**config.mk**
```make
export PLATFORM = sky130hd
export DESIGN_NAME = mcu_interrupt_logic
export DESIGN_NICKNAME = d
export VERILOG_FILES = /design/src/verilog/irq_logic_pkg.sv /design/src/verilog/mcu_interrupt_logic.sv
export VERILOG_INCLUDE_DIRS = /design/src /design/src/verilog
export SDC_FILE = /design/constraint.sdc
export NUM_CORES = 1
export LEC_CHECK = 0
export BUFFER_PORTS_ARGS = -buffer_cell sky130_fd_sc_hd__buf_2
export CAP_MARGIN = 20
export CELL_PAD_IN_SITES_DETAIL_PLACEMENT = 0
export CELL_PAD_IN_SITES_GLOBAL_PLACEMENT = 2
export CORE_ASPECT_RATIO = 0.75
export CORE_MARGIN = 1
export CORE_UTILIZATION = 34
export DETAILED_ROUTE_END_ITERATION = 6
export GPL_ROUTABILITY_DRIVEN = 0
export PLACE_DENSITY = 0.83
export SLEW_MARGIN = 20
export SYNTH_ARGS = -nofsm -noshare
export SYNTH_HDL_FRONTEND = slang
export SYNTH_SLANG_ARGS = --single-unit
```
**constraint.sdc**
```tcl
create_clock -name mclk -period 2.9 [get_ports mclk]
set_clock_uncertainty 0.05 [all_clocks]
set_input_delay 0.145 -clock mclk [delete_from_list [all_inputs] [get_ports mclk]]
set_output_delay 0.145 -clock mclk [all_outputs]
set_load 0.005 [all_outputs]
```
**src/verilog/irq_logic_params.svh**
```systemverilog
`ifndef IRQ_LOGIC_PARAMS_SVH
`define IRQ_LOGIC_PARAMS_SVH
// Register offsets
`define OFS_IRQ_CONTROL 8'h0b
`define OFS_PERIPH_IRQ_FLAGS 8'h0c
`define OFS_TIMER1_COUNT_LOW 8'h0e
`define OFS_TIMER1_COUNT_HIGH 8'h0f
`define OFS_TIMER1_CONTROL 8'h10
`define OFS_PERIPH_IRQ_ENABLES 8'h8c
`define OFS_TIMER0_COUNT 8'h01
`define OFS_OPTION 8'h81
`define OFS_COMPARE_MODE 8'h17
`define OFS_IRQ_STATUS 8'h90
`define OFS_IRQ_ENABLE 8'h91
`define OFS_IRQ_CLEAR 8'h92
// Register bit fields
`define BIT_GLOBAL_EN 7
`define BIT_GROUP_EN 6
`define BIT_TIMER0_EN 5
`define BIT_PIN_EN 4
`define BIT_PORT_EN 3
`define BIT_TIMER0_FLAG 2
`define BIT_PIN_FLAG 1
`define BIT_PORT_FLAG 0
`define BIT_EDGE_SEL 6
`define BIT_T1_ON 0
`define BIT_T1_OVF 0
`define PERIPH_MASK 8'h4f
// Values
`define IRQ_VECTOR 13'h0004
`define COMPARE_SPECIAL_EVENT 4'hb
`define RESET_IRQ_CONTROL 8'h00
`define RESET_OPTION 8'hff
`define RESET_BYTE 8'h00
`define LATENCY_HOLD 2'h2
`endif

```
**src/verilog/irq_logic_pkg.sv**
```systemverilog
package irq_logic_pkg;
  typedef enum logic [1:0] {run_st, hold_st, vector_st} seq_e;
  typedef logic [7:0] byte_t;
endpackage

```
**src/verilog/mcu_interrupt_logic.sv**
```systemverilog
`timescale 1ns/1ps
`include "irq_logic_params.svh"
module mcu_interrupt_logic #(
  parameter int NUM_SOURCES = 8
)
(
  // Clock and reset
  input wire logic mclk,
  input wire logic rst,
  // Instruction cycle enable
  input wire logic cycle_en,
  // Register port
  input wire logic [7:0] reg_addr,
  input wire logic [7:0] reg_wdata,
  input wire logic reg_wr,
  input wire logic reg_rd,
  output logic [7:0] reg_rdata,
  // Pins
  input wire logic ext_irq_pin,
  input wire logic [3:0] port_b_a,
  // Peripheral events
  input wire logic [7:0] periph_events,
  input wire logic compare_match,
  // Core handshake
  input wire logic core_sleeping,
  input wire logic return_from_irq_instr,
  input wire logic [12:0] return_pc,
  output logic irq_vector_take,
  output logic [12:0] vector_pc,
  output logic [12:0] push_addr,
  output logic push_stack,
  output logic wake,
  output logic adc_start,
  output logic irq
);
  logic [7:0] irq_control, next_irq_control;
  logic [7:0] periph_irq_flags, next_periph_irq_flags;
  logic [7:0] periph_irq_enables, next_periph_irq_enables;
  logic [7:0] timer1_control, next_timer1_control;
  logic [15:0] timer1_count, next_timer1_count;
  logic [7:0] timer0_count, next_timer0_count;
  logic [7:0] option_reg, next_option_reg;
  logic [3:0] compare_mode_select, next_compare_mode_select;
  logic [7:0] irq_enable, next_irq_enable;
  logic [7:0] irq_status, next_irq_status;
  logic pin_q, next_pin_q;
  logic [3:0] port_q, next_port_q;
  irq_logic_pkg::seq_e seq, next_seq;
  logic [1:0] hold_cnt, next_hold_cnt;
  logic [12:0] next_push_addr;
  logic next_push_stack, next_vector_take, next_adc_start;
  logic [7:0] next_reg_rdata;
  logic request, pend_any, pin_edge, port_change, t0_ovf, t1_ovf, special_evt, t1_write;
  logic [NUM_SOURCES-1:0] src_events;

  function automatic logic hit(input logic [7:0] a);
    hit = (reg_addr == a);
  endfunction

  always_comb
  begin
    pin_edge = option_reg[`BIT_EDGE_SEL] ? (ext_irq_pin & ~pin_q) : (~ext_irq_pin & pin_q);
    port_change = |(port_b_a ^ port_q);
    t0_ovf = cycle_en && (timer0_count == 8'hff);
    special_evt = compare_match && (compare_mode_select == `COMPARE_SPECIAL_EVENT);
    t1_ovf = cycle_en && timer1_control[`BIT_T1_ON] && (timer1_count == 16'hffff)
      && !special_evt;
    pend_any = |(irq_control[5:3] & irq_control[2:0])
      | |(periph_irq_enables & periph_irq_flags);
    request = irq_control[`BIT_GLOBAL_EN] && (|(irq_control[5:3] & irq_control[2:0])
      || (irq_control[`BIT_GROUP_EN] && |(periph_irq_enables & periph_irq_flags)));
    src_events = {periph_events[7:1], t1_ovf};
    t1_write = reg_wr && (hit(`OFS_TIMER1_COUNT_LOW) || hit(`OFS_TIMER1_COUNT_HIGH));
  end

  always_comb
  begin
    next_irq_control = irq_control;
    next_periph_irq_flags = periph_irq_flags;
    next_periph_irq_enables = periph_irq_enables;
    next_timer1_control = timer1_control;
    next_timer1_count = timer1_count;
    next_timer0_count = timer0_count;
    next_option_reg = option_reg;
    next_compare_mode_select = compare_mode_select;
    next_irq_enable = irq_enable;
    next_irq_status = irq_status;
    next_pin_q = ext_irq_pin;
    next_port_q = port_b_a;
    next_adc_start = 1'b0;
    if (cycle_en)
    begin
      next_timer0_count = timer0_count + 8'h01;
      if (timer1_control[`BIT_T1_ON])
      begin
        next_timer1_count = timer1_count + 16'h0001;
      end
    end
    // A coincident software write blocks the clear; the unwritten byte keeps its count
    if (special_evt && !t1_write)
    begin
      next_timer1_count = 16'h0000;
    end
    if (special_evt)
    begin
      next_adc_start = 1'b1;
    end
    // Software writes first; hardware sets override clears
    if (reg_wr)
    begin
      if (hit(`OFS_IRQ_CONTROL))
      begin
        next_irq_control = reg_wdata;
      end
      else if (hit(`OFS_PERIPH_IRQ_FLAGS))
      begin
        next_periph_irq_flags = reg_wdata & `PERIPH_MASK;
      end
      else if (hit(`OFS_PERIPH_IRQ_ENABLES))
      begin
        next_periph_irq_enables = reg_wdata & `PERIPH_MASK;
      end
      else if (hit(`OFS_TIMER1_COUNT_LOW))
      begin
        next_timer1_count[7:0] = reg_wdata;
      end
      else if (hit(`OFS_TIMER1_COUNT_HIGH))
      begin
        next_timer1_count[15:8] = reg_wdata;
      end
      else if (hit(`OFS_TIMER1_CONTROL))
      begin
        next_timer1_control = reg_wdata & 8'h3f;
      end
      else if (hit(`OFS_TIMER0_COUNT))
      begin
        next_timer0_count = reg_wdata;
      end
      else if (hit(`OFS_OPTION))
      begin
        next_option_reg = reg_wdata;
      end
      else if (hit(`OFS_COMPARE_MODE))
      begin
        next_compare_mode_select = reg_wdata[3:0];
      end
      else if (hit(`OFS_IRQ_ENABLE))
      begin
        next_irq_enable = reg_wdata;
      end
      else if (hit(`OFS_IRQ_STATUS))
      begin
        // Status is read-only
        next_irq_status = irq_status;
      end
      else if (hit(`OFS_IRQ_CLEAR))
      begin
        next_irq_status = irq_status & ~reg_wdata;
      end
    end
    // Flag sets regardless of enables
    if (pin_edge)
    begin
      next_irq_control[`BIT_PIN_FLAG] = 1'b1;
    end
    if (t0_ovf)
    begin
      next_irq_control[`BIT_TIMER0_FLAG] = 1'b1;
    end
    if (port_change)
    begin
      next_irq_control[`BIT_PORT_FLAG] = 1'b1;
    end
    next_periph_irq_flags = next_periph_irq_flags | (src_events & `PERIPH_MASK);
    // Sticky status behind the level output
    next_irq_status = next_irq_status | {5'h00, t1_ovf, port_change | pin_edge, t0_ovf};
    if (return_from_irq_instr)
    begin
      next_irq_control[`BIT_GLOBAL_EN] = 1'b1;
    end
    // Global enable drops as the vector is taken
    if (seq == irq_logic_pkg::vector_st)
    begin
      next_irq_control[`BIT_GLOBAL_EN] = 1'b0;
    end
  end

  // Acceptance sequencer
  always_comb
  begin
    next_seq = seq;
    next_hold_cnt = hold_cnt;
    next_push_addr = push_addr;
    next_push_stack = 1'b0;
    next_vector_take = 1'b0;
    case (seq)
      irq_logic_pkg::run_st:
      begin
        if (request && cycle_en && !core_sleeping)
        begin
          next_seq = irq_logic_pkg::hold_st;
          next_hold_cnt = `LATENCY_HOLD;
        end
      end
      irq_logic_pkg::hold_st:
      begin
        if (cycle_en)
        begin
          next_hold_cnt = hold_cnt - 2'h1;
          if (hold_cnt == 2'h1)
          begin
            next_seq = irq_logic_pkg::vector_st;
          end
        end
      end
      irq_logic_pkg::vector_st:
      begin
        next_push_addr = return_pc;
        next_push_stack = 1'b1;
        next_vector_take = 1'b1;
        next_seq = irq_logic_pkg::run_st;
      end
      default:
      begin
        next_seq = irq_logic_pkg::run_st;
      end
    endcase
  end

  always_ff @(posedge mclk)
  begin
    if (rst)
    begin
      seq <= irq_logic_pkg::run_st;
      hold_cnt <= 2'h0;
      push_addr <= 13'h0000;
      push_stack <= 1'b0;
      irq_vector_take <= 1'b0;
    end
    else
    begin
      seq <= next_seq;
      hold_cnt <= next_hold_cnt;
      push_addr <= next_push_addr;
      push_stack <= next_push_stack;
      irq_vector_take <= next_vector_take;
    end
  end

  // Read port, data one cycle after the strobe
  always_comb
  begin
    next_reg_rdata = 8'h00;
    if (reg_rd)
    begin
      if (hit(`OFS_IRQ_CONTROL))
      begin
        next_reg_rdata = irq_control;
      end
      else if (hit(`OFS_PERIPH_IRQ_FLAGS))
      begin
        next_reg_rdata = periph_irq_flags;
      end
      else if (hit(`OFS_PERIPH_IRQ_ENABLES))
      begin
        next_reg_rdata = periph_irq_enables;
      end
      else if (hit(`OFS_TIMER1_COUNT_LOW))
      begin
        next_reg_rdata = timer1_count[7:0];
      end
      else if (hit(`OFS_TIMER1_COUNT_HIGH))
      begin
        next_reg_rdata = timer1_count[15:8];
      end
      else if (hit(`OFS_TIMER1_CONTROL))
      begin
        next_reg_rdata = timer1_control;
      end
      else if (hit(`OFS_TIMER0_COUNT))
      begin
        next_reg_rdata = timer0_count;
      end
      else if (hit(`OFS_OPTION))
      begin
        next_reg_rdata = option_reg;
      end
      else if (hit(`OFS_COMPARE_MODE))
      begin
        next_reg_rdata = {4'h0, compare_mode_select};
      end
      else if (hit(`OFS_IRQ_STATUS))
      begin
        next_reg_rdata = irq_status;
      end
      else if (hit(`OFS_IRQ_ENABLE))
      begin
        next_reg_rdata = irq_enable;
      end
      else
      begin
        next_reg_rdata = 8'h00;
      end
    end
  end

  always_ff @(posedge mclk)
  begin
    if (rst)
    begin
      reg_rdata <= 8'h00;
    end
    else
    begin
      reg_rdata <= next_reg_rdata;
    end
  end

  always_ff @(posedge mclk)
  begin
    if (rst)
    begin
      irq_control <= `RESET_IRQ_CONTROL;
      periph_irq_flags <= `RESET_BYTE;
      periph_irq_enables <= `RESET_BYTE;
      timer1_control <= `RESET_BYTE;
      timer1_count <= 16'h0000;
      timer0_count <= `RESET_BYTE;
      option_reg <= `RESET_OPTION;
      compare_mode_select <= 4'h0;
      irq_enable <= `RESET_BYTE;
      irq_status <= `RESET_BYTE;
      pin_q <= 1'b0;
      port_q <= 4'h0;
      adc_start <= 1'b0;
    end
    else
    begin
      irq_control <= next_irq_control;
      periph_irq_flags <= next_periph_irq_flags;
      periph_irq_enables <= next_periph_irq_enables;
      timer1_control <= next_timer1_control;
      timer1_count <= next_timer1_count;
      timer0_count <= next_timer0_count;
      option_reg <= next_option_reg;
      compare_mode_select <= next_compare_mode_select;
      irq_enable <= next_irq_enable;
      irq_status <= next_irq_status;
      pin_q <= next_pin_q;
      port_q <= next_port_q;
      adc_start <= next_adc_start;
    end
  end

  assign vector_pc = `IRQ_VECTOR;
  assign wake = core_sleeping && pend_any;
  assign irq = |(irq_status & irq_enable);
endmodule // mcu_interrupt_logic

```
# After elaboration in Yosys (flattened, before gate mapping)
# Cells that the tools add are included.
# Widths: inputs -> output; s select.
[classes]
mux = 62
eq_ne = 21
reduce_logical = 45
add_sub_neg = 3
shift = 0
magnitude_cmp = 0
div_mod_pow = 0
mul = 0
n_bitwise = 24
[ops]
columns = ["operator", "n"]
rows = [
  ["$mux 8", 41],
  ["$mux 16", 7],
  ["$eq 8x8->1 const B", 6],
  ["$eq 8x4->1 const B", 4],
  ["$reduce_bool 2->1", 9],
  ["$add 16x1->16 const B", 1],
  ["$and 8x8->8", 2],
  ["$eq 16x16->1 const B", 1],
  ["$eq 8x5->1 const B", 2],
  ["$reduce_or 8->1", 2],
  ["$logic_and 1x1->1", 12],
  ["$not 1->1", 12],
  ["$reduce_and 11->1", 1],
  ["$mux 2", 5],
  ["$reduce_and 10->1", 1],
  ["$reduce_and 2->1", 5],
  ["$reduce_and 9->1", 1],
  ["$add 8x1->8 const B", 1],
  ["$and 7x8->8", 1],
  ["$eq 8x1->1 const B", 1],
  ["$not 8->8", 1],
  ["$or 8x3->8", 1],
  ["$or 8x7->8", 1],
  ["$pmux 2 s2", 2],
  ["other kinds (19)", 35],
]
[totals]
ff_bits = 111
latchBits = 0
n_memories = 0
romBits = 0
input_bits = 50
ram_bits = 0
word_cells = 177

# Depth between registers and ports, before layout
# Gate-level depths: netlist of the first run.
[logic_depth]
word_depth = 16
depth_mapped = 9

# Least setup slack after synthesis of the first run
# Ideal clock, no wire load.
[synth_path]
kind = "input port to flip-flop"
startpoint = "input reg_addr[2]"
endpoint = "register timer0_count[4]"
setup_ns = 0.142
required_time_ns = 2.708
stages = 9
t_arrival_ns = 1.880
slack_ns = 0.828
path_cell_list = "buf_6 or3_1 buf_6 or3_4 or3_1 buf_6 buf_6 nor2_1 a211oi_2"
[synth_between]
elab_chain_cells = 9
elab_cells_between_ends = 15
classes_between = "eq/ne: 7; mux: 8"
[synth_lines]
columns = ["item", "line_no", "source"]
rows = [
  ["start, declared", "mcu_interrupt_logic.sv:13", "input wire logic [7:0] reg_addr,"],
  ["$eq 8x1->1", "mcu_interrupt_logic.sv:57", "hit = (reg_addr == a);"],
  ["$mux 8", "mcu_interrupt_logic.sv:135", "else if (hit(`OFS_TIMER0_COUNT))"],
  ["$mux 8", "mcu_interrupt_logic.sv:131", "else if (hit(`OFS_TIMER1_CONTROL))"],
  ["$mux 8", "mcu_interrupt_logic.sv:127", "else if (hit(`OFS_TIMER1_COUNT_HIGH))"],
  ["$mux 8", "mcu_interrupt_logic.sv:123", "else if (hit(`OFS_TIMER1_COUNT_LOW))"],
  ["$mux 8", "mcu_interrupt_logic.sv:119", "else if (hit(`OFS_PERIPH_IRQ_ENABLES))"],
  ["$mux 8", "mcu_interrupt_logic.sv:115", "else if (hit(`OFS_PERIPH_IRQ_FLAGS))"],
  ["$mux 8 *", "mcu_interrupt_logic.sv:111", "if (hit(`OFS_IRQ_CONTROL))"],
  ["$mux 8 *", "mcu_interrupt_logic.sv:109", "if (reg_wr)"],
  ["end signal, assigned", "mcu_interrupt_logic.sv:328", "timer0_count <= `RESET_BYTE;"],
  ["end signal, assigned", "mcu_interrupt_logic.sv:344", "timer0_count <= next_timer0_count;"],
  ["end, declared", "mcu_interrupt_logic.sv:41", "logic [7:0] timer0_count, next_timer0_count;"],
]
# Every way passes the cells marked *; elsewhere a longest branch is shown, timed or not.
# A chain may end at the register's enable or synchronous reset.

# Worst setup path in the final report of the first run
[layout_path]
startpoint = "input reg_addr[4]"
endpoint = "register reg_rdata[4]"
[layout_between]
elab_chain_cells = 12
elab_cells_between_ends = 22
classes_between = "eq/ne: 11; mux: 11"
[layout_lines]
columns = ["item", "line_no", "source"]
rows = [
  ["$eq 8x8->1", "mcu_interrupt_logic.sv:57", ""],
  ["$mux 8", "mcu_interrupt_logic.sv:296", "else if (hit(`OFS_IRQ_ENABLE))"],
  ["$mux 8", "mcu_interrupt_logic.sv:292", "else if (hit(`OFS_IRQ_STATUS))"],
  ["$mux 8", "mcu_interrupt_logic.sv:288", "else if (hit(`OFS_COMPARE_MODE))"],
  ["$mux 8", "mcu_interrupt_logic.sv:284", "else if (hit(`OFS_OPTION))"],
  ["$mux 8", "mcu_interrupt_logic.sv:280", "else if (hit(`OFS_TIMER0_COUNT))"],
  ["$mux 8", "mcu_interrupt_logic.sv:276", "else if (hit(`OFS_TIMER1_CONTROL))"],
  ["$mux 8", "mcu_interrupt_logic.sv:272", "else if (hit(`OFS_TIMER1_COUNT_HIGH))"],
  ["$mux 8", "mcu_interrupt_logic.sv:268", "else if (hit(`OFS_TIMER1_COUNT_LOW))"],
  ["$mux 8", "mcu_interrupt_logic.sv:264", "else if (hit(`OFS_PERIPH_IRQ_ENABLES))"],
  ["$mux 8", "mcu_interrupt_logic.sv:260", "else if (hit(`OFS_PERIPH_IRQ_FLAGS))"],
  ["$mux 8 *", "mcu_interrupt_logic.sv:256", "if (hit(`OFS_IRQ_CONTROL))"],
  ["end signal, assigned", "mcu_interrupt_logic.sv:315", "reg_rdata <= next_reg_rdata;"],
  ["end, declared", "mcu_interrupt_logic.sv:17", "output logic [7:0] reg_rdata,"],
]
# Marks and branches as above.

==> summary.txt, run 1 <==
Worst-path fanout max - 15
Post-CTS Setup Repair Bufs - 0
RSZ-0062 raised after global routing - false
Max Buffers Root-to-Sink - 2
Slew Viols, Final - 0
Die area - 16540 um2
H-tree depth - 3
Synth cell count leaders - dfxtp_1, nor2_1, mux2i_1
Fin crit share - 0.7271
Ranking of synthesized cells by area - dfxtp_1, mux2i_1, nor2_1
Tot GR Track Use - 0.1987
Synth Instances - 609
Number of inserted diodes - 0
Critical path type - in -> reg
Pint - 2.218 mW
Largest net degree at the start of global routing - 59
Status - complete, no violations
DPL Wire Length - 11690 um
Std-Cell Core Area - 15420 um2
Syn Area/Cell - 8.945 um2
TritonCTS clock tree - yes
VDD IR max - 0.0002784 V
EDFF count, synth - 0
Placed cell area - 5907 um2
Switching share of power - 0.2705
Final Core Density - 0.4189
Sequential share of power - 0.498
Root Buffer - clkbuf_16
Worst Hold Class - in -> reg
Total CTS buffers - 9
Final setup viols - 0
Required arrival time at the worst endpoint - 3060 ps
Max-cap violations - 0
Async SR Flop Fraction - 0
GRT overflow - 0
Drt wl/cell - 18.15 um
Antenna viol nets, final - 0
Final nets - 738
Cts repair resizes - 0
Antenna violations before repair - 0
Clk Latency, worst-skew pair - 370 ps
Top-area cell type share of the netlist area - 0.3969
Clock Power Share - 0.419
Ys Warns - 0
CP Capture Type - flip-flop
Mapped cell area - 5448 um2
WP data arrival - 2270 ps
Final WL - 16240 um
Yosys cell types - 65
Biggest register - timer1_count
DR iter-0 viols - 386
Sequential area share after synthesis - 0.3969
Drt pass-1 iters - 5
Fin area - 6460 um2
Rows - 39
Switching power - 0.8221 mW
Pwr per Cell Area - 470.5 nW/um2
Final Hold Vio Count - 0
Count of input and output buffers - 71
Static Leak - 2.492 nW
Slew headroom - 0.3030
Main synth FF type - dfxtp_1
FF+latch count, synth - 108
Largest registers - timer1_count x16, push_addr x13
Worst Tran Pin Value - 1038 ps
Clk slew on worst S/H paths - 80 ps
Vias per inst - 5.362
Vert. Die Dim - 111.6 um
Setup TNS - 0 ps
Synth area leader - dfxtp_1
Top-Level Pins - 89
Clk sinks - 108
Fraction of layout cells with a size suffix above 1 - 0.1841
Chip Width - 148.2 um
Comb pwr share - 0.083
Vias in the first global route - 4514
Vias - 4799
Min cycle time layout - 2108 ps
Area Growth Syn to Fin - 18.58%
Startpoint Class - input port
Initial Utilization - 0.3533
Most frequent cell after synthesis - dfxtp_1
First-pass GRT wire length - 25070 um
Largest register FFs - 16
Drt drc - 0
Max Clk Rate - 474.3 MHz
[cell type report]
class	instances	area [um2]
clock buffer	9	225.2
sequential	108	2162
tap	205	256.5
multi-input combinational	447	2994
clock inverter	7	93.84
inverter	12	45.04
timing repair buffer	107	683.2
fill	1560	8960
[metal layers]
| metal | global-route usage | vias to the layer above | share of wire |
|---|---|---|---|
| li1 | - | 2316 | - |
| met1 | 0.2841 | 2302 | 0.50 |
| met2 | 0.3036 | 165 | 0.44 |
| met3 | 0.04426 | 16 | 0.056 |
| met4 | 0.04192 | 0 | 0.010 |
| met5 | 0 | - | 0 |
[through the flow]
stage | cells | power, mW | hold WS, ps | worst slack (ps)
floorplan | 620 | 1.695 | 182.9 | 828.3
global placement | 856 | 1.770 | 304.1 | 551.2
detailed placement | 856 | 1.775 | 310.2 | 505.9
CTS | 895 | 3.075 | 66.73 | 888.5
global route | 895 | 3.153 | 75.51 | 720.7
finish | 895 | 3.040 | 71.19 | 791.5
[worst paths after layout]
kind	startpoint	end	slack (ps)	depth (start not counted)
setup reg to reg	timer1_control[0]	irq_status[2]	950	4
hold reg to reg	irq_status[6]	irq_status[6]	420	2
setup / recovery	reg_addr[4]	reg_rdata[4]	790	6
hold / removal	reg_wdata[5]	irq_status[5]	70	2
[repair_timing]
action,in CTS,in global routing
endpoints found under the setup margin,0,0
hold buffers,23,0
hold endpoints to repair,23,0
[power groups by stage]
stage               clock, mW  combinational, mW  sequential (mW)
floorplan                   0              0.153             1.54
global placement            0              0.223             1.55
detailed placement          0              0.227             1.55
CTS                      1.31              0.251             1.51
global route             1.37              0.272             1.52
finish                   1.27              0.253             1.51
[cells in the final DEF (no fill, tap or decap), types with 13 or more instances in the layout]
| cell | synthesis | final |
|---|---|---|
| a21oi_1 | 38 | 37 |
| a22o_1 | 13 | 13 |
| buf_2 | 5 | 71 |
| buf_4 | 15 | 13 |
| conb_1 | 2 | 13 |
| dfxtp_1 | 108 | 108 |
| dlygate4sd3_1 | 0 | 23 |
| mux2i_1 | 47 | 47 |
| nand2_1 | 42 | 42 |
| nand3_1 | 16 | 16 |
| nor2_1 | 66 | 66 |
| nor2b_1 | 15 | 15 |
| o21ai_0 | 19 | 19 |
| xor2_1 | 16 | 16 |
[kinds of logic (layout without fill, tap and decap cells)]
logic type | count (synthesis) | after routing | share of synthesized area
muxes | 49 | 49 | 0.09049
AOI/OAI and AO/OA | 136 | 136 | 0.1840
adders and majority gates | 3 | 3 | 0.006891
other | 2 | 13 | 0.001379
and+or+nand+nor | 219 | 219 | 0.2152
DFF | 108 | 108 | 0.3969
buffers and inverters | 65 | 135 | 0.06178
xor gates and xnor gates | 27 | 27 | 0.04341
[critical path, stage by stage]
cell and delay [ps]:
buf_2 190, or4b_4 620, nor4_4 480, buf_4 260
nand2_1 60, a311oi_1 500
No activity file was read; power rests on OpenSTA's default activity.
==> run 2, diff against run 1 <==
- clock period: 2.9 -> 2 ns (I/O delays scaled with it)
==> run 2 against run 1 <==
Effect of this change: via count grew 3.3%; critical path depth unchanged; register-to-register slack lost 720 ps; sequential power increased by 45%; clock power is 43% higher; die area unchanged; global-route usage increased by 1.0 points; hold slack got worse by 11 ps.
==> summary.txt, run 2 (synthesis gave the netlist of run 1 again) <==
Fin area - 6780 um2
Largest net degree at the start of global routing - 59
Max Buffers Root-to-Sink - 2
Vert. Die Dim - 111.6 um
Most common cell after layout, fill and taps aside - dfxtp_1
Count of input and output buffers - 71
Worst Hold Class - in -> reg
Tot GR Track Use - 0.2089
Tot Pwr - 4.422 mW
Slew Viols, Final - 0
Vias per inst - 5.298
Cts repair resizes - 0
GRT overflow - 0
Final WL - 16600 um
Number of inserted diodes - 0
Most frequent cells in the layout - dfxtp_1, buf_2, nor2_1
VDD IR max - 0.0004388 V
RSZ-0062 raised after global routing - false
Status - complete, no violations
Initial Utilization - 0.3533
Required arrival time at the worst endpoint - 2270 ps
Root Buffer - clkbuf_16
Pre-CTS setup slack - -124.5 ps
Slew headroom - 0.3714
Worst Tran Pin Value - 935.1 ps
Static Leak - 2.703 nW
Min cycle time layout - 1771 ps
Die area - 16540 um2
Fin crit share - 0.8856
CP Capture Type - flip-flop
Reg-to-reg slack, setup - 230 ps
Startpoint Class - flip-flop
First-pass GRT wire length - 26350 um
Fraction of layout cells with a size suffix above 1 - 0.2326
TritonCTS clock tree - yes
Vias - 4959
Rows - 39
Antenna violations before repair - 0
Placed cell area - 6245 um2
Final nets - 779
Total CTS buffers - 9
DR iter-0 viols - 399
Final Hold Vio Count - 0
Top-Level Pins - 89
Critical path type - reg -> reg
Final Core Density - 0.4397
DPL Wire Length - 12030 um
Max Clk Rate - 564.6 MHz
H-tree depth - 3
Area Growth Syn to Fin - 24.46%
Chip Width - 148.2 um
Clk Latency, worst-skew pair - 370 ps
Drt drc - 0
Setup WS post-layout - 228.9 ps
Antenna viol nets, final - 0
Worst-path fanout max - 2
Pwr per Cell Area - 652.2 nW/um2
Largest registers - timer1_count x16, push_addr x13
Drt wl/cell - 17.74 um
Clk slew on worst S/H paths - 80 ps
Vias in the first global route - 4746
Max-cap violations - 0
Largest register FFs - 16
Drt pass-1 iters - 5
WP data arrival - 2040 ps
Clk sinks - 108
Std-Cell Core Area - 15420 um2
Final setup viols - 0
Biggest register - timer1_count
Min Hold Slack - 60.15 ps
## run 2: cell count changes in the layout (fill, tap and decap cells not counted), sizes merged
cell | previous run | this run
inv | 14 | 17
buf | 84 | 125
clkinv | 5 | 2
## run 2: worst paths after layout
kind / start / end / depth (start not counted)
max: option_reg[5] / reg_rdata[5] / 6
min: rst / compare_mode_select[0] / 2
max reg2reg: option_reg[5] / reg_rdata[5] / 6
min reg2reg: irq_status[3] / irq_status[3] / 2
## run 2: where the power goes
part	leakage [nW]	switching, mW	internal (mW)
Clock	0.149	0.927	0.894
Sequential	0.874	0.0199	2.17
Combinational	1.68	0.237	0.172
Total	2.70	1.18	3.24
## run 2: routing by layer
layer / share of wire / routed length (um) / track usage
met5: 0 / 0 / 0
met4: 0.013 / 215 / 0.05292
met3: 0.076 / 1257 / 0.05984
met2: 0.42 / 6921 / 0.3030
met1: 0.49 / 8206 / 0.3003
## run 2: timing repair
| item | 4_1_cts | 5_1_grt |
|---|---|---|
| hold endpoints to repair | 23 | 0 |
| hold buffers | 23 | 0 |
| buffers inserted | 0 | 0 |
## run 2: layout make-up
| class | instances | area, um2 |
|---|---|---|
| fill | 1502 | 8640 |
| multi-input combinational | 447 | 2999 |
| sequential | 108 | 2162 |
| timing repair buffer | 148 | 1016 |
| tap | 205 | 256.5 |
| clock buffer | 9 | 225.2 |
| clock inverter | 7 | 76.32 |
| inverter | 12 | 45.04 |
## run 2: worst max-delay path, stage by stage, from the launching register on
cell,delay [ps]
dfxtp_1,350
o21ai_0,90
a2111oi_0,510
buf_4,220
a221oi_1,70
a311oi_1,270
buf_4,170
## run 2: per-stage QoR
stage / TNS (ps) / cells
6_report: 0 / 936
5_1_grt: 0 / 936
4_1_cts: 0 / 936
3_5_place_dp: -1409 / 897
3_3_place_gp: -837.2 / 897
2_1_floorplan: -3.386 / 620
